`config.mk`:
```
export PLATFORM = sky130hd
export DESIGN_NAME = ban_autoneg_control
export DESIGN_NICKNAME = d
export VERILOG_FILES = /design/src/ban_pkg.sv /design/src/ban_lfsr.sv /design/src/ban_autoneg_control.sv
export SDC_FILE = /design/constraint.sdc
export NUM_CORES = 1
export LEC_CHECK = 0
export ABC_AREA = 1
export BUFFER_PORTS_ARGS = -buffer_cell sky130_fd_sc_hd__clkbuf_2
export CELL_PAD_IN_SITES_DETAIL_PLACEMENT = 1
export CELL_PAD_IN_SITES_GLOBAL_PLACEMENT = 2
export CORE_UTILIZATION = 32
export DETAILED_ROUTE_END_ITERATION = 8
export PLACE_DENSITY = 0.83
export SYNTH_ARGS = -nofsm -noshare
export SYNTH_HDL_FRONTEND = slang
export SYNTH_SLANG_ARGS = --single-unit
export TNS_END_PERCENT = 10
```
`constraint.sdc`:
```
create_clock -name aclk -period 2.2 [get_ports aclk]
set_input_delay 0.44 -clock aclk [delete_from_list [all_inputs] [get_ports aclk]]
set_output_delay 0.44 -clock aclk [all_outputs]
set_load 0.01 [all_outputs]
```
`src/ban_pkg.sv`:
```
// Contract
// Negotiation runs only while the enable control is set.
// Skip control stops negotiation yet connects the PCS to the output; the code connects it only while enable is also set.
// An 8-bit seed initialises the nonce generator of the codeword.
// Random bit generator uses x^7+x^6+1 when select is 1, else x^7+x^3+1.
// Restart begins negotiation again from any state; the code ignores it while enable is clear or skip is set.
// Fault control is copied into the fault flag of the sent codeword.
// Pause control is copied into codeword bit C0.
// Asymmetric-direction control is copied into codeword bit C1.
// Local request set sends the local next-page word; clear never starts the exchange.
// Partner next pages with local request clear are answered by null message pages.
// Host raises read acknowledge only after reading the partner next-page word.
// Read acknowledge makes us acknowledge the partner page, then send the next.
// After acknowledge the partner page valid flag stays low until a new page.
// Each ability bit set advertises that protocol in the sent codeword.
// All controls and handshake signals are sampled on the rising clock edge.
package ban_pkg;

	// ************************************************************
	// Register map
	// ************************************************************
	localparam int ADDR_WIDTH = 8;
	localparam logic [7:0] OFS_CONTROL = 8'h00;
	localparam logic [7:0] OFS_ADVERTISE = 8'h04;
	localparam logic [7:0] OFS_SEED = 8'h08;
	localparam logic [7:0] OFS_LOCAL_PAGE_LO = 8'h0c;
	localparam logic [7:0] OFS_LOCAL_PAGE_HI = 8'h10;
	localparam logic [7:0] OFS_PARTNER_PAGE_LO = 8'h14;
	localparam logic [7:0] OFS_PARTNER_PAGE_HI = 8'h18;
	localparam logic [7:0] OFS_STATUS = 8'h1c;
	localparam logic [1:0] RESP_OKAY = 2'h0;
	localparam logic [1:0] RESP_SLVERR = 2'h2;

	// Control register fields
	localparam int CTL_ENABLE_BIT = 0;
	localparam int CTL_BYPASS_BIT = 1;
	localparam int CTL_RESTART_BIT = 2;
	localparam int CTL_POLY_BIT = 3;
	localparam int CTL_LOCAL_REQ_BIT = 4;
	localparam int CTL_READ_ACK_BIT = 5;

	// Advertise register fields
	localparam int ADV_FAULT_BIT = 0;
	localparam int ADV_PAUSE_BIT = 1;
	localparam int ADV_ASYM_BIT = 2;
	localparam int ADV_ABILITY_LSB = 8;
	localparam int ABILITY_WIDTH = 15;

	// Status register fields
	localparam int STS_ACTIVE_BIT = 0;
	localparam int STS_PCS_BIT = 1;
	localparam int STS_PARTNER_VALID_BIT = 2;
	localparam int STS_DONE_BIT = 3;
	localparam int STS_PARTNER_NP_BIT = 4;

	// Reset values
	localparam logic [7:0] SEED_RESET = 8'h01;
	localparam logic [6:0] RANDOM_SEED = 7'h01;

	// ************************************************************
	// Link codeword layout
	// ************************************************************
	localparam int PAGE_WIDTH = 48;
	localparam int CW_SELECTOR_LSB = 0;
	localparam int SELECTOR_WIDTH = 5;
	localparam logic [4:0] SELECTOR_VALUE = 5'h01;
	localparam int CW_ECHO_LSB = 5;
	localparam int CW_C0_BIT = 10;
	localparam int CW_C1_BIT = 11;
	localparam int CW_FAULT_BIT = 13;
	localparam int CW_ACK_BIT = 14;
	localparam int CW_NP_BIT = 15;
	localparam int CW_NONCE_LSB = 16;
	localparam int NONCE_WIDTH = 5;
	localparam int CW_ABILITY_LSB = 21;
	localparam logic [47:0] NULL_MESSAGE = 48'h000000000001;

	// ************************************************************
	// Random generators
	// ************************************************************
	localparam logic [7:0] NONCE_TAPS = 8'hb8;
	localparam logic [6:0] POLY_X7_X6_TAPS = 7'h60;
	localparam logic [6:0] POLY_X7_X3_TAPS = 7'h44;

	// ************************************************************
	// Timing
	// ************************************************************
	localparam int CLK_PERIOD_NS = 100;
	localparam int PAGE_INTERVAL_NS = 10000;
	localparam int PAGE_CYCLES = (PAGE_INTERVAL_NS + CLK_PERIOD_NS - 1) / CLK_PERIOD_NS;
	localparam int PAGE_CNT_WIDTH = 7;

	// ************************************************************
	// Types
	// ************************************************************
	typedef struct packed {
		logic [7:0] awaddr;
		logic awvalid;
		logic [31:0] wdata;
		logic [3:0] wstrb;
		logic wvalid;
		logic bready;
		logic [7:0] araddr;
		logic arvalid;
		logic rready;
	} ban_axil_req_type;

	typedef struct packed {
		logic awready;
		logic wready;
		logic [1:0] bresp;
		logic bvalid;
		logic arready;
		logic [31:0] rdata;
		logic [1:0] rresp;
		logic rvalid;
	} ban_axil_rsp_type;

	typedef struct packed {
		logic [47:0] word;
		logic strobe;
	} ban_page_type;

	typedef enum logic [2:0] {
		ST_OFF,
		ST_BYPASS,
		ST_BASE,
		ST_BASE_ACK,
		ST_NEXT,
		ST_HOST_WAIT,
		ST_NEXT_ACK,
		ST_DONE
	} ban_state_type;

endpackage

```
`src/ban_lfsr.sv`:
```
// ************************************************************
// Shift register generator with selectable taps
// ************************************************************
module ban_lfsr #(
	parameter int WIDTH = 8
) (
	input wire logic aclk,
	input wire logic aresetn,
	input wire logic load,
	input wire logic [WIDTH-1:0] seed,
	input wire logic step,
	input wire logic [WIDTH-1:0] taps,
	output logic [WIDTH-1:0] state
);

	logic [WIDTH-1:0] one;
	logic feedback;

	// All-zero state would lock up, so it is replaced by one
	assign one = {{(WIDTH-1){1'b0}}, 1'b1};
	assign feedback = ^(state & taps);

	// Load has priority over step
	always_ff @(posedge aclk) begin
		if (!aresetn) begin
			state <= {{(WIDTH-1){1'b0}}, 1'b1};
		end else if (load) begin
			state <= (seed == '0) ? one : seed;
		end else if (step) begin
			state <= {state[WIDTH-2:0], feedback};
		end
	end

endmodule // ban_lfsr

```
`src/ban_autoneg_control.sv`:
```
// ************************************************************
// Backplane auto-negotiation control
// ************************************************************
//
// Chosen here: the AXI4-Lite slave port and the register addresses.
module ban_autoneg_control (
	input wire logic aclk,
	input wire logic aresetn,
	input wire ban_pkg::ban_axil_req_type axil_req,
	output ban_pkg::ban_axil_rsp_type axil_rsp,
	input wire ban_pkg::ban_page_type rx_page,
	output ban_pkg::ban_page_type tx_page,
	output logic tx_random_bit,
	output logic pcs_connect,
	output logic negotiation_active
);

	// ************************************************************
	// Declarations
	// ************************************************************
	logic autoneg_enable;
	logic autoneg_bypass;
	logic random_bit_poly_select;
	logic local_next_page_request;
	logic advertise_fault_in;
	logic advertise_pause_in;
	logic advertise_asym_direction_in;
	logic [14:0] ability;
	logic [7:0] nonce_generator_seed;
	logic [47:0] local_next_page_word;
	logic restart_pulse;
	logic partner_page_read_ack;
	logic [47:0] partner_next_page_word;
	logic partner_next_page_valid;
	logic [47:0] partner_base_word;
	logic partner_np;
	logic aw_held;
	logic w_held;
	logic [7:0] aw_addr;
	logic [31:0] w_data;
	logic [3:0] w_strb;
	logic aw_take;
	logic w_take;
	logic ar_take;
	logic do_write;
	logic next_aw_held;
	logic next_w_held;
	logic next_bvalid;
	logic next_rvalid;
	logic [31:0] merged;
	logic [31:0] read_data;
	logic read_hit;
	logic write_hit;
	ban_pkg::ban_state_type state;
	ban_pkg::ban_state_type next_state;
	logic [6:0] page_count;
	logic page_due;
	logic sending;
	logic [47:0] next_tx_word;
	logic [7:0] nonce_state;
	logic [6:0] random_state;
	logic [6:0] random_taps;
	logic nonce_load;
	logic next_active;
	logic page_fire;

	// ************************************************************
	// AXI4-Lite handshakes
	// ************************************************************

	// Channel take events and the write commit point
	assign aw_take = axil_rsp.awready & axil_req.awvalid;
	assign w_take = axil_rsp.wready & axil_req.wvalid;
	assign ar_take = axil_rsp.arready & axil_req.arvalid;
	assign do_write = aw_held & w_held & ~axil_rsp.bvalid;
	assign next_aw_held = do_write ? 1'b0 : (aw_held | aw_take);
	assign next_w_held = do_write ? 1'b0 : (w_held | w_take);
	assign next_bvalid = do_write | (axil_rsp.bvalid & ~axil_req.bready);
	assign next_rvalid = ar_take | (axil_rsp.rvalid & ~axil_req.rready);

	// Address and data capture, either order
	always_ff @(posedge aclk) begin
		if (!aresetn) begin
			aw_held <= 1'b0;
			w_held <= 1'b0;
			aw_addr <= 8'h00;
			w_data <= 32'h00000000;
			w_strb <= 4'h0;
		end else begin
			aw_held <= next_aw_held;
			w_held <= next_w_held;
			if (aw_take) begin
				aw_addr <= axil_req.awaddr;
			end
			if (w_take) begin
				w_data <= axil_req.wdata;
				w_strb <= axil_req.wstrb;
			end
		end
	end

	// Ready and response flags
	always_ff @(posedge aclk) begin
		if (!aresetn) begin
			axil_rsp.awready <= 1'b0;
			axil_rsp.wready <= 1'b0;
			axil_rsp.bvalid <= 1'b0;
			axil_rsp.bresp <= 2'h0;
			axil_rsp.arready <= 1'b0;
			axil_rsp.rvalid <= 1'b0;
			axil_rsp.rresp <= 2'h0;
			axil_rsp.rdata <= 32'h00000000;
		end else begin
			axil_rsp.awready <= ~next_aw_held & ~next_bvalid;
			axil_rsp.wready <= ~next_w_held & ~next_bvalid;
			axil_rsp.bvalid <= next_bvalid;
			axil_rsp.arready <= ~next_rvalid;
			axil_rsp.rvalid <= next_rvalid;
			if (do_write) begin
				axil_rsp.bresp <= write_hit ? ban_pkg::RESP_OKAY : ban_pkg::RESP_SLVERR;
			end
			if (ar_take) begin
				axil_rsp.rdata <= read_data;
				axil_rsp.rresp <= read_hit ? ban_pkg::RESP_OKAY : ban_pkg::RESP_SLVERR;
			end
		end
	end

	// ************************************************************
	// Register file
	// ************************************************************

	// Byte strobes merged onto the current register value
	always_comb begin
		merged = 32'h00000000;
		if (aw_addr == ban_pkg::OFS_CONTROL) begin
			merged[ban_pkg::CTL_ENABLE_BIT] = autoneg_enable;
			merged[ban_pkg::CTL_BYPASS_BIT] = autoneg_bypass;
			merged[ban_pkg::CTL_POLY_BIT] = random_bit_poly_select;
			merged[ban_pkg::CTL_LOCAL_REQ_BIT] = local_next_page_request;
		end else if (aw_addr == ban_pkg::OFS_ADVERTISE) begin
			merged[ban_pkg::ADV_FAULT_BIT] = advertise_fault_in;
			merged[ban_pkg::ADV_PAUSE_BIT] = advertise_pause_in;
			merged[ban_pkg::ADV_ASYM_BIT] = advertise_asym_direction_in;
			merged[ban_pkg::ADV_ABILITY_LSB +: ban_pkg::ABILITY_WIDTH] = ability;
		end else if (aw_addr == ban_pkg::OFS_SEED) begin
			merged[7:0] = nonce_generator_seed;
		end else if (aw_addr == ban_pkg::OFS_LOCAL_PAGE_LO) begin
			merged = local_next_page_word[31:0];
		end else if (aw_addr == ban_pkg::OFS_LOCAL_PAGE_HI) begin
			merged[15:0] = local_next_page_word[47:32];
		end
		for (int i = 0; i < 4; i++) begin
			if (w_strb[i]) begin
				merged[i*8 +: 8] = w_data[i*8 +: 8];
			end
		end
	end

	// Writable offsets
	always_comb begin
		write_hit = 1'b0;
		if (aw_addr == ban_pkg::OFS_CONTROL) begin
			write_hit = 1'b1;
		end else if (aw_addr == ban_pkg::OFS_ADVERTISE) begin
			write_hit = 1'b1;
		end else if (aw_addr == ban_pkg::OFS_SEED) begin
			write_hit = 1'b1;
		end else if (aw_addr == ban_pkg::OFS_LOCAL_PAGE_LO) begin
			write_hit = 1'b1;
		end else if (aw_addr == ban_pkg::OFS_LOCAL_PAGE_HI) begin
			write_hit = 1'b1;
		end
	end

	// Control storage, restart and acknowledge are one-cycle pulses
	always_ff @(posedge aclk) begin
		if (!aresetn) begin
			autoneg_enable <= 1'b0;
			autoneg_bypass <= 1'b0;
			random_bit_poly_select <= 1'b0;
			local_next_page_request <= 1'b0;
			advertise_fault_in <= 1'b0;
			advertise_pause_in <= 1'b0;
			advertise_asym_direction_in <= 1'b0;
			ability <= 15'h0000;
			nonce_generator_seed <= ban_pkg::SEED_RESET;
			local_next_page_word <= 48'h000000000000;
			restart_pulse <= 1'b0;
			partner_page_read_ack <= 1'b0;
		end else begin
			restart_pulse <= 1'b0;
			partner_page_read_ack <= 1'b0;
			if (do_write) begin
				if (aw_addr == ban_pkg::OFS_CONTROL) begin
					autoneg_enable <= merged[ban_pkg::CTL_ENABLE_BIT];
					autoneg_bypass <= merged[ban_pkg::CTL_BYPASS_BIT];
					random_bit_poly_select <= merged[ban_pkg::CTL_POLY_BIT];
					local_next_page_request <= merged[ban_pkg::CTL_LOCAL_REQ_BIT];
					restart_pulse <= merged[ban_pkg::CTL_RESTART_BIT];
					partner_page_read_ack <= merged[ban_pkg::CTL_READ_ACK_BIT];
				end else if (aw_addr == ban_pkg::OFS_ADVERTISE) begin
					advertise_fault_in <= merged[ban_pkg::ADV_FAULT_BIT];
					advertise_pause_in <= merged[ban_pkg::ADV_PAUSE_BIT];
					advertise_asym_direction_in <= merged[ban_pkg::ADV_ASYM_BIT];
					ability <= merged[ban_pkg::ADV_ABILITY_LSB +: ban_pkg::ABILITY_WIDTH];
				end else if (aw_addr == ban_pkg::OFS_SEED) begin
					nonce_generator_seed <= merged[7:0];
				end else if (aw_addr == ban_pkg::OFS_LOCAL_PAGE_LO) begin
					local_next_page_word[31:0] <= merged;
				end else if (aw_addr == ban_pkg::OFS_LOCAL_PAGE_HI) begin
					local_next_page_word[47:32] <= merged[15:0];
				end
			end
		end
	end

	// Read decode, unmapped offsets answer zero with an error
	always_comb begin
		read_data = 32'h00000000;
		read_hit = 1'b1;
		if (axil_req.araddr == ban_pkg::OFS_CONTROL) begin
			read_data[ban_pkg::CTL_ENABLE_BIT] = autoneg_enable;
			read_data[ban_pkg::CTL_BYPASS_BIT] = autoneg_bypass;
			read_data[ban_pkg::CTL_POLY_BIT] = random_bit_poly_select;
			read_data[ban_pkg::CTL_LOCAL_REQ_BIT] = local_next_page_request;
		end else if (axil_req.araddr == ban_pkg::OFS_ADVERTISE) begin
			read_data[ban_pkg::ADV_FAULT_BIT] = advertise_fault_in;
			read_data[ban_pkg::ADV_PAUSE_BIT] = advertise_pause_in;
			read_data[ban_pkg::ADV_ASYM_BIT] = advertise_asym_direction_in;
			read_data[ban_pkg::ADV_ABILITY_LSB +: ban_pkg::ABILITY_WIDTH] = ability;
		end else if (axil_req.araddr == ban_pkg::OFS_SEED) begin
			read_data[7:0] = nonce_generator_seed;
		end else if (axil_req.araddr == ban_pkg::OFS_LOCAL_PAGE_LO) begin
			read_data = local_next_page_word[31:0];
		end else if (axil_req.araddr == ban_pkg::OFS_LOCAL_PAGE_HI) begin
			read_data[15:0] = local_next_page_word[47:32];
		end else if (axil_req.araddr == ban_pkg::OFS_PARTNER_PAGE_LO) begin
			read_data = partner_next_page_word[31:0];
		end else if (axil_req.araddr == ban_pkg::OFS_PARTNER_PAGE_HI) begin
			read_data[15:0] = partner_next_page_word[47:32];
		end else if (axil_req.araddr == ban_pkg::OFS_STATUS) begin
			read_data[ban_pkg::STS_ACTIVE_BIT] = negotiation_active;
			read_data[ban_pkg::STS_PCS_BIT] = pcs_connect;
			read_data[ban_pkg::STS_PARTNER_VALID_BIT] = partner_next_page_valid;
			read_data[ban_pkg::STS_DONE_BIT] = (state == ban_pkg::ST_DONE);
			read_data[ban_pkg::STS_PARTNER_NP_BIT] = partner_np;
		end else begin
			read_hit = 1'b0;
		end
	end

	// ************************************************************
	// Negotiation sequence
	// ************************************************************

	// Enable, then skip, then restart take priority over progress
	always_comb begin
		next_state = state;
		if (!autoneg_enable) begin
			next_state = ban_pkg::ST_OFF;
		end else if (autoneg_bypass) begin
			next_state = ban_pkg::ST_BYPASS;
		end else if (restart_pulse) begin
			next_state = ban_pkg::ST_BASE;
		end else begin
			case (state)
				ban_pkg::ST_OFF, ban_pkg::ST_BYPASS: begin
					next_state = ban_pkg::ST_BASE;
				end
				ban_pkg::ST_BASE: begin
					if (rx_page.strobe) begin
						next_state = ban_pkg::ST_BASE_ACK;
					end
				end
				ban_pkg::ST_BASE_ACK, ban_pkg::ST_NEXT_ACK: begin
					if (rx_page.strobe && rx_page.word[ban_pkg::CW_ACK_BIT]) begin
						if (local_next_page_request || partner_np) begin
							next_state = ban_pkg::ST_NEXT;
						end else begin
							next_state = ban_pkg::ST_DONE;
						end
					end
				end
				ban_pkg::ST_NEXT: begin
					if (rx_page.strobe) begin
						next_state = ban_pkg::ST_HOST_WAIT;
					end
				end
				ban_pkg::ST_HOST_WAIT: begin
					if (partner_page_read_ack) begin
						next_state = ban_pkg::ST_NEXT_ACK;
					end
				end
				default: begin
					next_state = state;
				end
			endcase
		end
	end

	// State register
	always_ff @(posedge aclk) begin
		if (!aresetn) begin
			state <= ban_pkg::ST_OFF;
		end else begin
			state <= next_state;
		end
	end

	// Partner pages captured as they arrive
	always_ff @(posedge aclk) begin
		if (!aresetn) begin
			partner_base_word <= 48'h000000000000;
			partner_next_page_word <= 48'h000000000000;
			partner_next_page_valid <= 1'b0;
			partner_np <= 1'b0;
		end else if (next_state == ban_pkg::ST_OFF || next_state == ban_pkg::ST_BYPASS || restart_pulse) begin
			partner_next_page_valid <= 1'b0;
			partner_np <= 1'b0;
		end else if (state == ban_pkg::ST_BASE && rx_page.strobe) begin
			partner_base_word <= rx_page.word;
			partner_np <= rx_page.word[ban_pkg::CW_NP_BIT];
		end else if (state == ban_pkg::ST_NEXT && rx_page.strobe) begin
			partner_next_page_word <= rx_page.word;
			partner_np <= rx_page.word[ban_pkg::CW_NP_BIT];
			partner_next_page_valid <= 1'b1;
		end else if (state == ban_pkg::ST_HOST_WAIT && partner_page_read_ack) begin
			partner_next_page_valid <= 1'b0;
		end
	end

	// ************************************************************
	// Transmit codeword
	// ************************************************************

	// Base page or next page assembled from the controls
	always_comb begin
		next_tx_word = 48'h000000000000;
		if (state == ban_pkg::ST_BASE || state == ban_pkg::ST_BASE_ACK) begin
			next_tx_word[ban_pkg::CW_SELECTOR_LSB +: ban_pkg::SELECTOR_WIDTH] = ban_pkg::SELECTOR_VALUE;
			next_tx_word[ban_pkg::CW_ECHO_LSB +: ban_pkg::NONCE_WIDTH] =
				partner_base_word[ban_pkg::CW_NONCE_LSB +: ban_pkg::NONCE_WIDTH];
			next_tx_word[ban_pkg::CW_C0_BIT] = advertise_pause_in;
			next_tx_word[ban_pkg::CW_C1_BIT] = advertise_asym_direction_in;
			next_tx_word[ban_pkg::CW_FAULT_BIT] = advertise_fault_in;
			next_tx_word[ban_pkg::CW_NONCE_LSB +: ban_pkg::NONCE_WIDTH] = nonce_state[4:0];
			next_tx_word[ban_pkg::CW_ABILITY_LSB +: ban_pkg::ABILITY_WIDTH] = ability;
		end else if (local_next_page_request) begin
			next_tx_word = local_next_page_word;
		end else begin
			next_tx_word = ban_pkg::NULL_MESSAGE;
		end
		next_tx_word[ban_pkg::CW_NP_BIT] = local_next_page_request;
		next_tx_word[ban_pkg::CW_ACK_BIT] = (state == ban_pkg::ST_BASE_ACK) || (state == ban_pkg::ST_NEXT_ACK);
	end

	// Active level of the next cycle, no page leaves on the way out
	assign next_active = (state != ban_pkg::ST_OFF) && (state != ban_pkg::ST_BYPASS) &&
		(state != ban_pkg::ST_DONE) && (next_state != ban_pkg::ST_OFF) &&
		(next_state != ban_pkg::ST_BYPASS) && (next_state != ban_pkg::ST_DONE);
	assign page_fire = sending & page_due & next_active;

	// Page interval timer, restarted outside negotiation
	assign sending = negotiation_active;
	assign page_due = (page_count == ban_pkg::PAGE_CNT_WIDTH'(ban_pkg::PAGE_CYCLES - 1));
	always_ff @(posedge aclk) begin
		if (!aresetn) begin
			page_count <= 7'h00;
		end else if (!sending || page_due) begin
			page_count <= 7'h00;
		end else begin
			page_count <= page_count + 7'h01;
		end
	end

	// Page and random bit sent once per interval
	always_ff @(posedge aclk) begin
		if (!aresetn) begin
			tx_page.word <= 48'h000000000000;
			tx_page.strobe <= 1'b0;
			tx_random_bit <= 1'b0;
		end else begin
			tx_page.strobe <= page_fire;
			if (page_fire) begin
				tx_page.word <= next_tx_word;
				tx_random_bit <= random_state[6];
			end
		end
	end

	// Link state indications
	always_ff @(posedge aclk) begin
		if (!aresetn) begin
			negotiation_active <= 1'b0;
			pcs_connect <= 1'b0;
		end else begin
			negotiation_active <= next_active;
			pcs_connect <= (next_state == ban_pkg::ST_BYPASS) || (next_state == ban_pkg::ST_DONE);
		end
	end

	// ************************************************************
	// Random generators
	// ************************************************************

	// Nonce reseeded while idle, advanced on each restart made outside ST_OFF and ST_BYPASS
	assign nonce_load = (state == ban_pkg::ST_OFF) || (state == ban_pkg::ST_BYPASS);
	assign random_taps = random_bit_poly_select ? ban_pkg::POLY_X7_X6_TAPS : ban_pkg::POLY_X7_X3_TAPS;

	ban_lfsr #(
		.WIDTH(8)
	) nonce_gen (
		.aclk(aclk),
		.aresetn(aresetn),
		.load(nonce_load),
		.seed(nonce_generator_seed),
		.step(restart_pulse),
		.taps(ban_pkg::NONCE_TAPS),
		.state(nonce_state)
	);

	ban_lfsr #(
		.WIDTH(7)
	) random_gen (
		.aclk(aclk),
		.aresetn(aresetn),
		.load(nonce_load),
		.seed(ban_pkg::RANDOM_SEED),
		.step(page_fire),
		.taps(random_taps),
		.state(random_state)
	);

endmodule // ban_autoneg_control

```
# After elaboration in Yosys (flattened, before gate mapping)
# Index checks and enable logic that the tools add are counted.
# op_classes
n_addsub,1
eq_ne,27
n_mux,78
bitwise_logic,30
reduce_logical,46
# op_table
operator,n
$mux W16,10
$mux W8,9
$mux W27,2
$mux W24,2
$mux W48,1
$eq A8 B5 Y1 const B,5
$eq A8 B4 Y1 const B,4
$mux W32,1
$mux W15,2
$mux W3,9
$logic_not A8 Y1,3
$mux W12,2
$mux W1,23
$mux W20,1
$mux W5,4
$mux W9,2
$reduce_and A6 Y1,3
$eq A8 B3 Y1 const B,2
$eq A3 B3 Y1 const B,5
$pmux W3 S5,1
$mux W2,7
$not A1 Y1,14
$and A1 B1 Y1,11
$mux W11,1
other kinds (23),58
# totals
ff_bits,315
input_bits,108
out_inout_bits,93
word_cells,223

# Depth between registers and ports, before layout
# depth
ltp_word,12
ltp_mapped,15
mapped_depth_nobuf,12

# Hierarchy
# From an unflattened synthesis, not the netlist that was laid out.
# unflattened
hier_cells,2118
hier_area_um2,14218.6
# by_module_without_submodules
module,n_inst,cells_each,area_per_inst_um2,seq_area_each_um2
ban_autoneg_control,1,1956,13185.1,5645.4
ban_lfsr (nonce_gen),1,88,563.0,160.2
ban_lfsr (random_gen),1,74,470.5,140.1

# Least setup slack after synthesis
# OpenSTA, ideal clock, no wires.
# synth_path
kind,input port to flip-flop
start,input port axil_req[2] (netlist name)
end,register axil_rsp[25] (netlist name)
setup_ns,0.132
t_arrival_ns,1.678
required_ns,2.068
setup_slack_ns,0.390
stages,11
path_buffers,1
cell_sequence,inv_1 -> nand2_1 -> nor2_1 -> nand2_1 -> nor2_1 -> nor2_1 -> inv_1 -> buf_1 -> a21oi_1 -> o21ai_0 -> a21oi_1
# synth_via
elab_chain_cells,7
elab_cells_between_ends,12
cone_classes,eq/ne: 5; mux: 6; reduce/logical: 1
# synth_rtl
item,line,rtl
"start, declared",ban_autoneg_control.sv:9,"input wire ban_pkg::ban_axil_req_type axil_req,"
$eq A8 B5 Y1,ban_autoneg_control.sv:238,end else if (axil_req.araddr == ban_pkg::OFS_PARTNER_PAGE_LO) begin
$mux W16,ban_autoneg_control.sv:238,
$mux W16,ban_autoneg_control.sv:236,end else if (axil_req.araddr == ban_pkg::OFS_LOCAL_PAGE_HI) begin
$mux W32,ban_autoneg_control.sv:234,end else if (axil_req.araddr == ban_pkg::OFS_LOCAL_PAGE_LO) begin
$mux W24,ban_autoneg_control.sv:232,end else if (axil_req.araddr == ban_pkg::OFS_SEED) begin
$mux W15,ban_autoneg_control.sv:227,end else if (axil_req.araddr == ban_pkg::OFS_ADVERTISE) begin
$mux W27 *,ban_autoneg_control.sv:222,if (axil_req.araddr == ban_pkg::OFS_CONTROL) begin
"end, declared",ban_autoneg_control.sv:10,"output ban_pkg::ban_axil_rsp_type axil_rsp,"
# Mark *: on every way between the ends. The rest lies on a longest branch, timed or not.
# A chain may end at the register's enable or synchronous reset.

# Final worst setup path
# layout_path
start,register page_count[0]
end,register tx_page[24] (netlist name)
# layout_via
elab_chain_cells,3
# layout_rtl
item,line,rtl
"start, declared",ban_autoneg_control.sv:56,logic [6:0] page_count;
"start signal, assigned",ban_autoneg_control.sv:373,page_count <= page_count + 7'h01;
$eq A7 B7 Y1,ban_autoneg_control.sv:366,assign page_due = (page_count == ban_pkg::PAGE_CNT_WIDTH'(ban_pkg::PAGE_CYCLES - 1));
$and A1 B1 Y1 (2 in a row),ban_autoneg_control.sv:362,assign page_fire = sending & page_due & next_active;
"end, declared",ban_autoneg_control.sv:12,"output ban_pkg::ban_page_type tx_page,"
# Every way passes these cells.

==> impl_metrics.json <==
{
  "fp-row-count": 74,
  "totalWireLength_um": 55700,
  "stdcell_count": 2684,
  "routed_via_density": 5.23,
  "power_density_mw_per_mm2": 749,
  "cts-root-buf": "clkbuf_16",
  "fmax_mhz": 488,
  "worstPathArrival_ns": 2.47,
  "path_clk_slew_ns": 0.06,
  "synth_top_area_share_pct": 44.4,
  "gp_congestion": 0.955,
  "use_met2_pct": 40.9,
  "synth_top_area_cell": "dfxtp_1",
  "dr.pass1.iters": 7,
  "r2r_slack_ns": 0.15,
  "crit_fanout": 28,
  "critPathCaptureType": "flip-flop",
  "preCtsSetupSlack_ns": -0.103,
  "synthArstFlopShare_pct": 0,
  "synth_edf_count": 0,
  "gr-usage-met3_pct": 3.58,
  "drt.antenna.violating_nets": 0,
  "overflow": 0,
  "setup_violations": 0,
  "drive_gt1_share_pct": 18.3,
  "syn_area_mm2": 0.0134,
  "r2r-start": "page_count[0]",
  "slew-limit-headroom_pct": 31.5,
  "io_buffers": 198,
  "drt_iter0_drc": 964,
  "met1_usage_pct": 36.4,
  "area_growth_pct": 24.2,
  "die_x_um": 207,
  "skew_ns": 0.0199,
  "r2r-end": "tx_page[24]",
  "grt_max_degree": 76,
  "vias": 14000,
  "setup_tns_ns": 0,
  "synth_ff_type": "dfxtp_1",
  "first_global_vias": 14000,
  "syn_inst": 1928,
  "wl_per_cell_um": 20.8,
  "period_share_pct": 93.2,
  "cts_sinks": 297,
  "cts_htree_levels": 2,
  "seq_area_frac_synth_pct": 44.4,
  "cp.required_ns": 2.62,
  "worst_hold_path.num_cells": 3,
  "syn_area_per_cell_um2": 6.95,
  "yosys-top-cells-area": "dfxtp_1, nand2_1, a21oi_1",
  "hpwl_um": 41400,
  "start_kind": "flip-flop",
  "p_leak_uw": 0.00700,
  "drv_cap": 0,
  "worst_slack_ns": 0.149,
  "clock_insertion_delay_worst_skew_ns": 0.56,
  "cts_buffer_depth": 3,
  "failed_checks": "DRC",
  "initial_core_util_pct": 32.6,
  "top_usage_layer": "met2",
  "cts_tree": "built",
  "synth_common_cells": "nand2_1, dfxtp_1, nor2_1",
  "dieArea_mm2": 0.0427,
  "yosysWarningCount": 0,
  "hp-class": "in -> reg",
  "diodes": 0,
  "hold_path_end": "partner_next_page_word[34]",
  "min_from": "rx_page[35]",
  "fin_crit_ns": 2.05,
  "fp.dieH_um": 207,
  "critical_path_class": "reg -> reg",
  "fp.coreArea_mm2": 0.0410,
  "status": "finished, violations left",
  "pin_count": 201,
  "drt_drc_violations_left": 17,
  "timing.hold.ws_ns": 0.106,
  "cts_buffers": 37,
  "yosys.cell_count.top_type": "nand2_1",
  "reg2reg_depth": 12,
  "tightest_slew_ns": 1.02,
  "hold_violations": 0,
  "antenna_found_initial": 1,
  "grt_pass1_wl_um": 83900,
  "peakVddDrop_uv": 351,
  "synth_cell_types": 46,
  "layout.nets": 2234,
  "grt_usage_pct": 26.1,
  "maxSlewViolCount": 0,
  "dp_cells": 2614,
  "cts_hold_buf": 0,
  "ys_ff_latch": 297
}
## cells by family (layout without fill, tap and decap cells)
logic type	after synthesis	count (layout)	share of synthesized area (%)
AOI/OAI and AO/OA	445	445	17.9
xor gates and xnor gates	4	4	0.262
adders and majority gates	1	1	0.0934
buffers and inverters	304	527	9.19
DFF	297	297	44.4
muxes	2	2	0.159
other	1	2	0.0280
and+or+nand+nor	874	874	28.0
## power breakdown
part	internal [µW]	switching [µW]	total (µW)
combinational	238	429	666
sequential	5460	64.9	5520
clock	3840	2430	6270
total	9540	2920	12500
## per-layer routing
metal	vias up	share of wire (%)
li1	6740	-
met1	6768	47
met2	445	44
met3	94	5.6
met4	0	3.3
met5	-	0
## critical path, stage by stage (launching register included)
cell and delay, ns:
dfxtp_1 0.35, ha_1 0.20, inv_1 0.07, nor2_1 0.09, inv_1 0.07, nor3_2 0.16, nand3_2 0.15, nor2_4 0.18
buf_12 0.17, nand3_4 0.12, buf_12 0.20, nand2_1 0.07, a21oi_1 0.06
## per-stage QoR
stage	total power, µW	utilization [%]	cell area, µm²
CTS	12600	40.3	16500
detailed placement	6310	37.3	15300
global placement	6300	37.3	15300
global route	12900	40.6	16600
finish	12500	40.6	16600
floorplan	5980	-	13400
## sequential cells by signal (all words and copies together) (netlist names), 5 cells and up
register                flops
tx_page                    49
local_next_page_word       48
partner_next_page_word     48
axil_rsp                   39
w_data                     32
ability                    15
aw_addr                     8
nonce_gen.state             8
nonce_generator_seed        8
page_count                  7
random_gen.state            7
partner_base_word           5
## area by class of cell
class,instances,area [µm²]
inverter,179,674
multi-input combinational,1328,6260
clock inverter,8,96.3
fill,5209,24400
clock buffer,58,1160
tap,532,666
sequential,297,5950
timing repair buffer,282,1840
## worst max path at each step
stage	startpoint	end	slack, ns	cells after the start
after floorplan	axil_req[2]	axil_rsp[25]	0.39	11
after global placement	axil_req[2]	axil_rsp[12]	-0.03	12
after detailed placement	axil_req[3]	axil_rsp[17]	-0.10	12
after CTS	state[2]	tx_page[29]	0.02	14
after global routing	page_count[0]	tx_random_bit	-0.003	12
final	page_count[0]	tx_page[24]	0.15	12
## layout by cell type (no fill, tap or decap), types with 4 or more instances in the layout
cell type and n:
o21ai_1 5, nor2_1 235, clkbuf_16 41, inv_1 167, nor2_2 7, a21oi_1 221, nand3_1 130, a21oi_2 11
o21ai_0 167, clkbuf_8 11, dfxtp_1 295, nor4_1 4, clkinv_1 6, clkinv_2 4, nand2_2 13, clkbuf_2 197
nor2_4 5, inv_2 5, buf_4 67, nand4_1 60, buf_12 14, a22o_1 9, nor3_1 22, nand2_1 386
a22oi_1 7, clkbuf_1 8, a221oi_1 7, o31ai_1 9
## timing repair
action,in CTS,in global routing
setup buffers,0,1
resized for setup,0,7
endpoints found under the setup margin,0,71
(Power assumes the default switching activity.)
